==> config.mk <==
export PLATFORM = sky130hd
export DESIGN_NAME = rcmix_core
export DESIGN_NICKNAME = d
export VERILOG_FILES = /design/src/rcmix_pkg.sv /design/src/rcmix_core.sv
export SDC_FILE = /design/constraint.sdc
export NUM_CORES = 2
export LEC_CHECK = 0
export BUFFER_PORTS_ARGS = -buffer_cell sky130_fd_sc_hd__buf_2
export CAP_MARGIN = 5
export CELL_PAD_IN_SITES_DETAIL_PLACEMENT = 0
export CELL_PAD_IN_SITES_GLOBAL_PLACEMENT = 2
export CORE_AREA = 5 5 375 285
export DETAILED_ROUTE_END_ITERATION = 8
export DIE_AREA = 0 0 380 290
export PLACE_DENSITY = 0.91
export SLEW_MARGIN = 25
export SYNTH_ARGS = -nofsm -noshare
export SYNTH_HDL_FRONTEND = slang
export SYNTH_SLANG_ARGS = --single-unit
export TNS_END_PERCENT = 100
==> constraint.sdc <==
create_clock -name pclk -period 19.4 [get_ports pclk]
set_input_delay 3.88 -clock pclk [delete_from_list [all_inputs] [get_ports pclk]]
set_output_delay 3.88 -clock pclk [all_outputs]
set_load 0.02 [all_outputs]
==> src/rcmix_pkg.sv <==
// Constants, register map and field layout of the RC pulse mixer.
// Assumes a 250 MHz pclk and an APB master with 32-bit data.
package rcmix_pkg;
  // Timebase: one measurement count per quarter microsecond
  localparam int unsigned CLK_NS       = 4;
  localparam int unsigned RES_NS       = 250;
  localparam int unsigned ACC_W        = 8;
  localparam logic [ACC_W-1:0] TICK_STEP = ACC_W'(CLK_NS);
  localparam logic [ACC_W-1:0] TICK_WRAP = ACC_W'(RES_NS);
  localparam int unsigned TICKS_PER_S  = 1000000000 / RES_NS;
  // Accepted pulse repetition rates
  localparam int unsigned RATE_MIN_HZ  = 10;
  localparam int unsigned RATE_MAX_HZ  = 333;
  localparam int unsigned PERIOD_MAX_TICKS = TICKS_PER_S / RATE_MIN_HZ;
  localparam int unsigned PERIOD_MIN_TICKS = TICKS_PER_S / RATE_MAX_HZ;
  localparam int unsigned PCNT_W       = 20;
  localparam int unsigned W_W          = 16;
  localparam int unsigned SPD_W        = 16;
  localparam int unsigned GAIN_SHIFT   = 8;
  localparam int unsigned SPEED_MAX_DEF = 3200;
  // Register byte addresses
  localparam logic [7:0] ADDR_CTRL     = 8'h00;
  localparam logic [7:0] ADDR_SPEED    = 8'h04;
  localparam logic [7:0] ADDR_CAL0     = 8'h08;
  localparam logic [7:0] ADDR_CAL1     = 8'h0c;
  localparam logic [7:0] ADDR_WLIM     = 8'h10;
  localparam logic [7:0] ADDR_RC0      = 8'h14;
  localparam logic [7:0] ADDR_RC1      = 8'h18;
  localparam logic [7:0] ADDR_STATUS   = 8'h1c;
  localparam logic [7:0] ADDR_IRQ_STAT = 8'h20;
  localparam logic [7:0] ADDR_IRQ_MASK = 8'h24;
  // Control fields
  localparam int unsigned CTRL_W       = 7;
  localparam int unsigned CTRL_RC_BIT  = 0;
  localparam int unsigned CTRL_MIX_LSB = 1;
  localparam int unsigned CTRL_ERRIN_BIT = 3;
  localparam int unsigned CTRL_KILL_LSB = 4;
  localparam int unsigned CTRL_STOP_BIT = 6;
  localparam logic [CTRL_W-1:0] CTRL_RST = 7'h08;
  localparam logic [1:0] MIX_OFF       = 2'h0;
  localparam logic [1:0] MIX_LEFT      = 2'h1;
  localparam logic [1:0] MIX_RIGHT     = 2'h2;
  // Calibration word: neutral in [15:0], gain in [31:16]
  localparam logic [31:0] CAL_RST      = 32'h019a_1770;
  // Width limits: minimum in [15:0], maximum in [31:16]
  localparam logic [31:0] WLIM_RST     = 32'h2260_0c80;
  // Status and readback bit positions
  localparam int unsigned RC_VALID_BIT = 16;
  localparam int unsigned ST_STOP_BIT  = 16;
  localparam int unsigned ST_OWN_BIT   = 17;
  localparam int unsigned ST_LINE_BIT  = 18;
  // Interrupt bits
  localparam int unsigned IRQ_W        = 5;
  localparam int unsigned IRQ_NEW_LSB  = 0;
  localparam int unsigned IRQ_BAD_LSB  = 2;
  localparam int unsigned IRQ_STOP_BIT = 4;
endpackage

==> src/rcmix_core.sv <==
// RC pulse measurement, throttle/steering mixing and shared error line.
// Assumes an APB master on pclk and asynchronous RC and error line pins.
`timescale 1ns/1ns
module rcmix_core
  import rcmix_pkg::*;
#(
  parameter logic [SPD_W-1:0]  SPEED_MAX  = SPD_W'(SPEED_MAX_DEF),
  parameter logic [PCNT_W-1:0] PERIOD_MIN = PCNT_W'(PERIOD_MIN_TICKS),
  parameter logic [PCNT_W-1:0] PERIOD_MAX = PCNT_W'(PERIOD_MAX_TICKS)
) (
  input  wire logic              pclk,
  input  wire logic              presetn,
  input  wire logic [7:0]        paddr,
  input  wire logic              psel,
  input  wire logic              penable,
  input  wire logic              pwrite,
  input  wire logic [31:0]       pwdata,
  input  wire logic [3:0]        pstrb,
  output logic [31:0]            prdata,
  output logic                   pready,
  output logic                   pslverr,
  input  wire logic              throttle_channel_in,
  input  wire logic              steering_channel_in,
  input  wire logic              err_line_in,
  output logic                   err_line_out,
  output logic                   err_line_oe,
  output logic                   err_led,
  output logic signed [SPD_W-1:0] motor_speed,
  output logic                   motor_stop,
  output logic                   irq
);

  typedef struct packed {
    logic [1:0][2:0]        rc_sync;
    logic [1:0]             rc_lvl;
    logic [ACC_W-1:0]       acc;
    logic                   tick;
    logic [1:0][W_W-1:0]    wcnt;
    logic [1:0][PCNT_W-1:0] pcnt;
    logic [1:0]             pok;
    logic [1:0][W_W-1:0]    width;
    logic [1:0]             valid;
    logic [2:0]             err_sync;
    logic                   line;
    logic [CTRL_W-1:0]      ctrl;
    logic [SPD_W-1:0]       ser_speed;
    logic [1:0][31:0]       cal;
    logic [31:0]            wlim;
    logic [IRQ_W-1:0]       irq_stat;
    logic [IRQ_W-1:0]       irq_mask;
    logic                   pready;
    logic [31:0]            prdata;
    logic                   pslverr;
    logic signed [SPD_W-1:0] speed;
    logic                   stop;
    logic                   own_err;
    logic                   err_oe;
    logic                   err_out;
    logic [3:0]             oe_hist;
    logic                   led;
    logic                   irq;
  } rcmix_state_t;

  localparam rcmix_state_t ST_RST = '{ctrl: CTRL_RST, cal: {CAL_RST, CAL_RST}, wlim: WLIM_RST, default: '0};

  rcmix_state_t s_reg;
  rcmix_state_t s_next;

  // Clamp a wide signed value to the symmetric speed limit
  function automatic logic signed [SPD_W-1:0] rcmix_sat(input logic signed [35:0] x);
    logic signed [35:0] lim;
    lim = $signed({20'h0, SPEED_MAX});
    if (x > lim) begin
      return $signed(SPEED_MAX);
    end else if (x < -lim) begin
      return -$signed(SPEED_MAX);
    end
    return x[SPD_W-1:0];
  endfunction

  // Width minus neutral, scaled by gain, saturated
  function automatic logic signed [SPD_W-1:0] rcmix_cal(input logic [W_W-1:0] w, input logic [31:0] c);
    logic signed [16:0] d;
    logic signed [35:0] p;
    d = $signed({1'b0, w}) - $signed({1'b0, c[15:0]});
    p = 36'(d) * 36'($signed({1'b0, c[31:16]}));
    return rcmix_sat(p >>> GAIN_SHIFT);
  endfunction

  // Byte-lane merge for APB4 strobes
  function automatic logic [31:0] rcmix_wm(input logic [31:0] old, input logic [31:0] wd, input logic [3:0] st);
    logic [31:0] r;
    r = old;
    for (int b = 0; b < 4; b++) begin
      if (st[b]) begin
        r[b*8 +: 8] = wd[b*8 +: 8];
      end
    end
    return r;
  endfunction

  logic [1:0]              rc_pin;
  logic [1:0]              new_ev;
  logic [1:0]              bad_ev;
  logic [1:0]              rise;
  logic [1:0]              fall;
  logic [1:0]              kill_use;
  logic signed [SPD_W-1:0] v0;
  logic signed [SPD_W-1:0] v1;
  logic signed [SPD_W-1:0] spd;
  logic [1:0]              mix;
  logic                    rc_mode;
  logic                    used_bad;
  logic                    kill;
  logic                    own;
  logic                    ext;
  logic                    setup;
  logic                    wr;
  logic                    hit;
  logic [31:0]             rd;
  logic [IRQ_W-1:0]        clr;

  assign rc_pin = {steering_channel_in, throttle_channel_in};

  always_comb begin
    s_next   = s_reg;
    new_ev   = '0;
    bad_ev   = '0;
    rise     = '0;
    fall     = '0;
    kill_use = '0;
    rd       = '0;
    hit      = 1'b1;
    clr      = '0;
    mix      = s_reg.ctrl[CTRL_MIX_LSB +: 2];
    rc_mode  = s_reg.ctrl[CTRL_RC_BIT];

    // Fractional accumulator: 62.5 cycles per count on average
    if (s_reg.acc + TICK_STEP >= TICK_WRAP) begin
      s_next.acc  = s_reg.acc + TICK_STEP - TICK_WRAP;
      s_next.tick = 1'b1;
    end else begin
      s_next.acc  = s_reg.acc + TICK_STEP;
      s_next.tick = 1'b0;
    end

    // Measurement runs regardless of mode
    for (int c = 0; c < 2; c++) begin
      s_next.rc_sync[c] = {s_reg.rc_sync[c][1:0], rc_pin[c]};
      if (s_reg.rc_sync[c][2] == s_reg.rc_sync[c][1]) begin
        s_next.rc_lvl[c] = s_reg.rc_sync[c][2];
      end
      rise[c] = ~s_reg.rc_lvl[c] & s_next.rc_lvl[c];
      fall[c] = s_reg.rc_lvl[c] & ~s_next.rc_lvl[c];
      if (s_reg.tick) begin
        if (s_reg.wcnt[c] != '1) begin
          s_next.wcnt[c] = s_reg.wcnt[c] + 1'b1;
        end
        if (s_reg.pcnt[c] != '1) begin
          s_next.pcnt[c] = s_reg.pcnt[c] + 1'b1;
        end
      end
      // Too slow a pulse train drops validity at once
      if (s_reg.pcnt[c] > PERIOD_MAX) begin
        s_next.pok[c]   = 1'b0;
        s_next.valid[c] = 1'b0;
      end
      if (rise[c]) begin
        s_next.pok[c]  = (s_reg.pcnt[c] >= PERIOD_MIN) && (s_reg.pcnt[c] <= PERIOD_MAX);
        s_next.pcnt[c] = '0;
        s_next.wcnt[c] = '0;
      end
      if (fall[c]) begin
        s_next.width[c] = s_reg.wcnt[c];
        s_next.valid[c] = s_reg.pok[c] && (s_reg.wcnt[c] >= s_reg.wlim[15:0]) &&
                          (s_reg.wcnt[c] <= s_reg.wlim[31:16]);
        new_ev[c] = 1'b1;
      end
      bad_ev[c] = s_reg.valid[c] & ~s_next.valid[c];
    end

    // Error line sampling
    s_next.err_sync = {s_reg.err_sync[1:0], err_line_in};
    if (s_reg.err_sync[2] == s_reg.err_sync[1]) begin
      s_next.line = s_reg.err_sync[2];
    end

    // Speed from calibrated channels in RC mode, else from the serial speed register
    v0 = rcmix_cal(s_reg.width[0], s_reg.cal[0]);
    v1 = rcmix_cal(s_reg.width[1], s_reg.cal[1]);
    if (rc_mode) begin
      case (mix)
        MIX_LEFT: spd = rcmix_sat(36'(v0) + 36'(v1));
        MIX_RIGHT: spd = rcmix_sat(36'(v0) - 36'(v1));
        default: spd = v0;
      endcase
      used_bad = ~s_reg.valid[0] | ((mix != MIX_OFF) & ~s_reg.valid[1]);
    end else begin
      spd      = rcmix_sat(36'($signed(s_reg.ser_speed)));
      used_bad = 1'b0;
    end

    // Kill switch: only a channel not steering the motor; a lost signal counts as active
    kill_use[0] = ~rc_mode;
    kill_use[1] = ~rc_mode | (mix == MIX_OFF);
    kill = 1'b0;
    for (int c = 0; c < 2; c++) begin
      if (kill_use[c] & s_reg.ctrl[CTRL_KILL_LSB + c]) begin
        if (~s_reg.valid[c] || (c == 0 ? v0 : v1) > $signed(SPEED_MAX >> 1)) begin
          kill = 1'b1;
        end
      end
    end

    own = s_reg.ctrl[CTRL_STOP_BIT] | kill | used_bad;
    // Echo of a just-released drive lingers in the synchroniser; blank it
    // Four cycles cover three sync flops plus the line register
    s_next.oe_hist = {s_reg.oe_hist[2:0], s_reg.err_oe};

    // Own drive would read back high, so sense only while released
    ext = s_reg.ctrl[CTRL_ERRIN_BIT] & s_reg.line & ~s_reg.err_oe & ~(|s_reg.oe_hist);
    s_next.own_err = own;
    s_next.err_oe  = own;
    s_next.err_out = own;
    s_next.led     = own | s_reg.line;
    s_next.stop    = own | ext;
    s_next.speed   = s_next.stop ? '0 : spd;

    // APB: answer prepared in setup, given on first access cycle
    setup          = psel & ~penable;
    wr             = psel & penable & s_reg.pready & pwrite & ~s_reg.pslverr;
    case (paddr)
      ADDR_CTRL: rd = {{(32-CTRL_W){1'b0}}, s_reg.ctrl};
      ADDR_SPEED: rd = {16'h0000, s_reg.ser_speed};
      ADDR_CAL0: rd = s_reg.cal[0];
      ADDR_CAL1: rd = s_reg.cal[1];
      ADDR_WLIM: rd = s_reg.wlim;
      ADDR_RC0: rd = {15'h0000, s_reg.valid[0], s_reg.width[0]};
      ADDR_RC1: rd = {15'h0000, s_reg.valid[1], s_reg.width[1]};
      ADDR_STATUS: rd = {13'h0000, s_reg.line, s_reg.own_err, s_reg.stop, s_reg.speed};
      ADDR_IRQ_STAT: rd = {27'h0000000, s_reg.irq_stat};
      ADDR_IRQ_MASK: rd = {27'h0000000, s_reg.irq_mask};
      default: hit = 1'b0;
    endcase
    s_next.pready  = setup;
    s_next.prdata  = (setup & hit & ~pwrite) ? rd : '0;
    s_next.pslverr = setup & ~hit;
    if (wr) begin
      case (paddr)
        ADDR_CTRL: s_next.ctrl = CTRL_W'(rcmix_wm(32'(s_reg.ctrl), pwdata, pstrb));
        ADDR_SPEED: s_next.ser_speed = SPD_W'(rcmix_wm(32'(s_reg.ser_speed), pwdata, pstrb));
        ADDR_CAL0: s_next.cal[0] = rcmix_wm(s_reg.cal[0], pwdata, pstrb);
        ADDR_CAL1: s_next.cal[1] = rcmix_wm(s_reg.cal[1], pwdata, pstrb);
        ADDR_WLIM: s_next.wlim = rcmix_wm(s_reg.wlim, pwdata, pstrb);
        ADDR_IRQ_STAT: clr = pstrb[0] ? pwdata[IRQ_W-1:0] : '0;
        ADDR_IRQ_MASK: s_next.irq_mask = IRQ_W'(rcmix_wm(32'(s_reg.irq_mask), pwdata, pstrb));
        default: ;
      endcase
    end

    // Sticky events; a new event beats a same-cycle clear
    s_next.irq_stat = (s_reg.irq_stat & ~clr) |
                      {s_next.stop & ~s_reg.stop, bad_ev, new_ev};
    s_next.irq = |(s_next.irq_stat & s_next.irq_mask);
  end

  always_ff @(posedge pclk or negedge presetn) begin
    if (!presetn) begin
      s_reg <= ST_RST;
    end else begin
      s_reg <= s_next;
    end
  end

  assign prdata       = s_reg.prdata;
  assign pready       = s_reg.pready;
  assign pslverr      = s_reg.pslverr;
  assign err_line_out = s_reg.err_out;
  assign err_line_oe  = s_reg.err_oe;
  assign err_led      = s_reg.led;
  assign motor_speed  = s_reg.speed;
  assign motor_stop   = s_reg.stop;
  assign irq          = s_reg.irq;

endmodule

; ---- Word-level counts from Yosys, hierarchy flattened
; Index checks and enable logic that the tools add are counted.
[classes]
n_addsub = 10
n_mul = 2
div = 0
magnitude_cmp = 23
n_eq_ne = 18
shifts = 0
mux = 72
n_bitwise = 47
reduce_logical = 41
[ops]
columns = operator, n
row1 = 2-to-1 mux 16 bit, 23
row2 = one-hot mux 32 bit (10 select lines), 1
row3 = 2-to-1 mux 20 bit, 6
row4 = multiplier 17 x 17 -> 34 bit, 2
row5 = "greater-than comparator 26 x 13 -> 1 bit, second input constant", 2
row6 = "< comparator 26 x 13 -> 1 bit, second input constant", 2
row7 = subtractor 16 x 16 -> 17 bit, 3
row8 = AND reduction 3 bit, 15
row9 = "adder 20 x 1 -> 20 bit, second input constant", 2
row10 = "greater-or-equal comparator 20 x 14 -> 1 bit, second input constant", 2
row11 = "greater-than comparator 20 x 19 -> 1 bit, second input constant", 2
row12 = "<= comparator 20 x 19 -> 1 bit, second input constant", 2
row13 = "inequality test 20 bit, second input constant", 2
row14 = "greater-than comparator 17 x 13 -> 1 bit, second input constant", 2
row15 = "< comparator 17 x 13 -> 1 bit, second input constant", 2
row16 = 2-to-1 mux 1 bit, 33
row17 = "adder 16 x 1 -> 16 bit, second input constant", 2
row18 = "equality test 8 x 5 -> 1 bit, second input constant", 4
row19 = greater-or-equal comparator 16 bit, 2
row20 = "greater-than comparator 16 x 12 -> 1 bit, second input constant", 2
row21 = <= comparator 16 bit, 2
row22 = 2-to-1 mux 32 bit, 1
row23 = "inequality test 16 bit, second input constant", 2
row24 = one-hot mux 16 bit (2 select lines), 1
row25 = 29 further kinds, 96
[totals]
reg_bits = 316
latchBits = 0
ram_bits = 0
mem_bits_ro = 0
input_bits = 52
out_inout_bits = 55
word_cells = 255
memories = 0

; ---- Depth between registers and ports, before layout
[logic_depth]
ltp_word = 19
ltp_mapped = 69
depth_no_buf = 67

; ---- Worst setup path after synthesis
; Ideal clock, no wire load.
[synth_timing]
path_type = register to register
start = reg s_reg[211] (netlist name)
end = reg s_reg, in the netlist motor_speed[2]
setup_time_ns = 0.082
arrival_ns = 13.546
t_required_ns = 19.318
setup_slack_ns = 5.772
path_stages_with_launch = 63
path_buffers = 2
period_less_slack_ns = 13.628
cell_sequence = dfrtp_1 > inv_1 > ha_1 > fa_1 > nor2b_1 > o21ai_0 > nand2b_1 > and2_1 > o21ai_0 > nand2b_1 > and2_1 > o21ai_0 > nand2b_1 > a21o_1 > a21o_1 > a21o_1 > a21o_1 > a21oi_1 > [27 not listed] > nand2b_1 > a21oi_1 > o21ai_0 > a21oi_1 > o21ai_0 > a21oi_1 > o21ai_0 > a21oi_1 > o21ai_0 > a211oi_1 > o21a_1 > o311ai_0 > or4_1 > nand2_1 > nand3_1 > o22a_1 > or2_1 > a31oi_1
[synth_rtl]
columns = element, line_no
row1 = "start, declared", rcmix_core.sv:66  ; rcmix_state_t s_reg;
row2 = "start signal, assigned", rcmix_core.sv:271  ; s_reg <= s_next;

==> flow_summary.json <==
{
  "ctsHtreeMaxLevel": 1,
  "holdBufCountCts": 0,
  "synth.area.top_cells": "fa_1, dfrtp_1, ha_1",
  "synth_cells": 4825,
  "antenna_found_initial": 10,
  "drt-total-wl_um": 130000,
  "async_reset_ff_share_pct": 100,
  "crit_start": "s_reg[211]$_DFFE_PN0P_",
  "clkTransAtPathRegs_ns": 0.07,
  "via_per_inst": 5.50,
  "synth-edff-count": 0,
  "core_area_mm2": 0.103,
  "finalSetupViolations": 0,
  "cpPeakStageDelay_ns": 0.94,
  "timing.rr.end": "motor_speed[2]$_DFF_PN0_",
  "synth_ff_type": "dfrtp_1",
  "antenna_left": 0,
  "initial_core_util_pct": 41.6,
  "outcome": "completed",
  "synth_seq_cells": 315,
  "mappedNetlistArea_mm2": 0.0427,
  "grt_util_all_layers_pct": 23.7,
  "grt_pass1_wl_um": 207000,
  "largest_reg_flops": 249,
  "cts_root_buffer": "clkbuf_16",
  "drt_iter0_drc": 3088,
  "period_share_pct": 80.3,
  "tns_ns": 0,
  "p_per_area_mw_per_mm2": 33.2,
  "slew_viol_final": 0,
  "row_count": 102,
  "rsz0062_at_grt": "no",
  "maxCapViolCount": 0,
  "synth_most_common_cell": "inv_1",
  "finalHoldViolations": 0,
  "synth_area_per_cell_um2": 8.85,
  "die_area_mm2": 0.110,
  "worstPathArrival_ns": 16.11,
  "critPathLaunchType": "register",
  "die_h_um": 290,
  "skew_ns": 0.0157,
  "fmax_mhz": 64.2,
  "min_period_ns": 15.57,
  "slew_headroom_pct": 26.5,
  "cp_data_required_time_ns": 19.94,
  "port-buffer-count": 106,
  "drive_gt1_share_pct": 8.55,
  "grt_pass1_vias": 34500,
  "cpMaxStageDelayCell": "fa_1",
  "worst_pin_slew_ns": 1.10,
  "drt_pass1_iterations": 7,
  "worstSetupPathType": "reg -> reg",
  "cp-end-kind": "register",
  "num_vias": 33800,
  "timing.hold.ws_ns": 0.350,
  "crit_fanout": 22,
  "die_width_um": 380,
  "post-cts-setup-buffers": 0,
  "syn-num-nets": 5747,
  "finalNonFillerCells": 6148,
  "routabilityCongestion": 0.952,
  "r2r_cells": 61,
  "yosysWarnings": 0,
  "cts_tree": "built",
  "cts_made_buffers": 31,
  "hold_path_depth": 0,
  "dp_cells": 6087,
  "drc": 0,
  "synth_top_cell_area_share_pct": 26.2,
  "cts_sinks": 315,
  "avgRoutedWirePerCell_um": 21.2,
  "yosysSeqAreaShare_pct": 18.5,
  "grt-ovfl-total": 0,
  "yosys.area.top_type": "fa_1",
  "top_level_ports": 107,
  "cts_buffer_depth": 3,
  "vdd_drop_max_mv": 0.0695,
  "synth.distinct_cells": 110,
  "synthTopCellsByCount": "inv_1, fa_1, nand2_1",
  "nNetsFinal": 5691,
  "regToRegStartpoint": "s_reg[211]$_DFFE_PN0P_",
  "p_leak_uw": 0.0231,
  "cts_resized": 0,
  "ff2ff_setup_slack_ns": 3.83,
  "dp_hpwl_um": 107000,
  "hold-path-endpoint": "s_next[317]$_DFF_PN0_",
  "grt_max_degree": 123,
  "area_growth_pct": 6.12,
  "hp-start": "s_next[316]$_DFF_PN0_",
  "clock_latency_ns": 0.63,
  "hp-class": "reg -> reg"
}
-- cells in the final DEF, fill, tap and decap left out, types with 52 or more instances in the layout --
master and instances:
a21o_1 69, a21oi_1 190, and2_1 243, buf_2 105
buf_4 52, dfrtp_1 283, fa_1 558, ha_1 312
inv_1 862, mux2_2 93, nand2_1 513, nand2b_1 61
nand3_1 69, nor2_1 248, nor2b_1 61, o21ai_0 177
xnor2_1 77, xor2_1 61
-- power by group --
part           switching, uW  internal [uW]
Combinational            134           65.8
Sequential              4.72            661
Clock                    285            355
Total                    424           1080
-- per-layer routing --
| metal | GRT usage [%] | vias to the layer above | wire, um |
|---|---|---|---|
| met5 | 0 | - | 0 |
| met4 | 3.31 | 0 | 2250 |
| met3 | 5.95 | 121 | 13500 |
| met2 | 33.4 | 1264 | 51400 |
| met1 | 37.4 | 17000 | 63000 |
| li1 | - | 15400 | - |
-- cell type report --
cell class,instances,area [um^2]
diodes,3,7.51
clock buffers,45,878
clock inverters,12,158
fillers,10100,57300
inverters,863,3240
multi-input cells,3398,30500
flip-flops and latches,315,7920
well taps,1352,1690
repair buffers,160,970
-- worst max path at each step --
stage                               endpoint  slack, ns  cells past startpoint
global placement    motor_speed[2]$_DFF_PN0_       4.20                     62
detailed placement  motor_speed[2]$_DFF_PN0_       3.94                     61
CTS                 motor_speed[2]$_DFF_PN0_       3.86                     61
finish              motor_speed[2]$_DFF_PN0_       3.83                     61
floorplan           motor_speed[2]$_DFF_PN0_       5.77                     62
global route        motor_speed[2]$_DFF_PN0_       2.80                     62
-- kinds of logic after synthesis --
group,count (synthesis),synth area share [%]
simple gates,1460,17.0
fa+ha+maj,871,35.3
buf+inv,1112,10.4
flops,315,18.5
xor+xnor,149,3.15
compound gates,800,12.5
mux,118,3.07
-- critical path: cells and delay by family (launching register included) --
| family | cells | cell delay, ns |
|---|---|---|
| adders and majority gates | 10 | 4.95 |
| AOI/OAI and AO/OA | 28 | 5.65 |
| DFF | 1 | 0.38 |
| buffers and inverters | 5 | 0.56 |
| and+or+nand+nor | 18 | 3.88 |
-- stage by stage --
step / power [uW] / setup slack (ns) / instance area (um^2) / util [%]
floorplan: 800 / 5.77 / 42700 / -
global placement: 873 / 4.20 / 44200 / 43.1
detailed placement: 873 / 3.94 / 44200 / 43.1
CTS: 1510 / 3.86 / 45300 / 44.1
global route: 1560 / 2.80 / 45300 / 44.2
finish: 1510 / 3.83 / 45300 / 44.2
No activity file was read; power rests on OpenSTA's default activity.
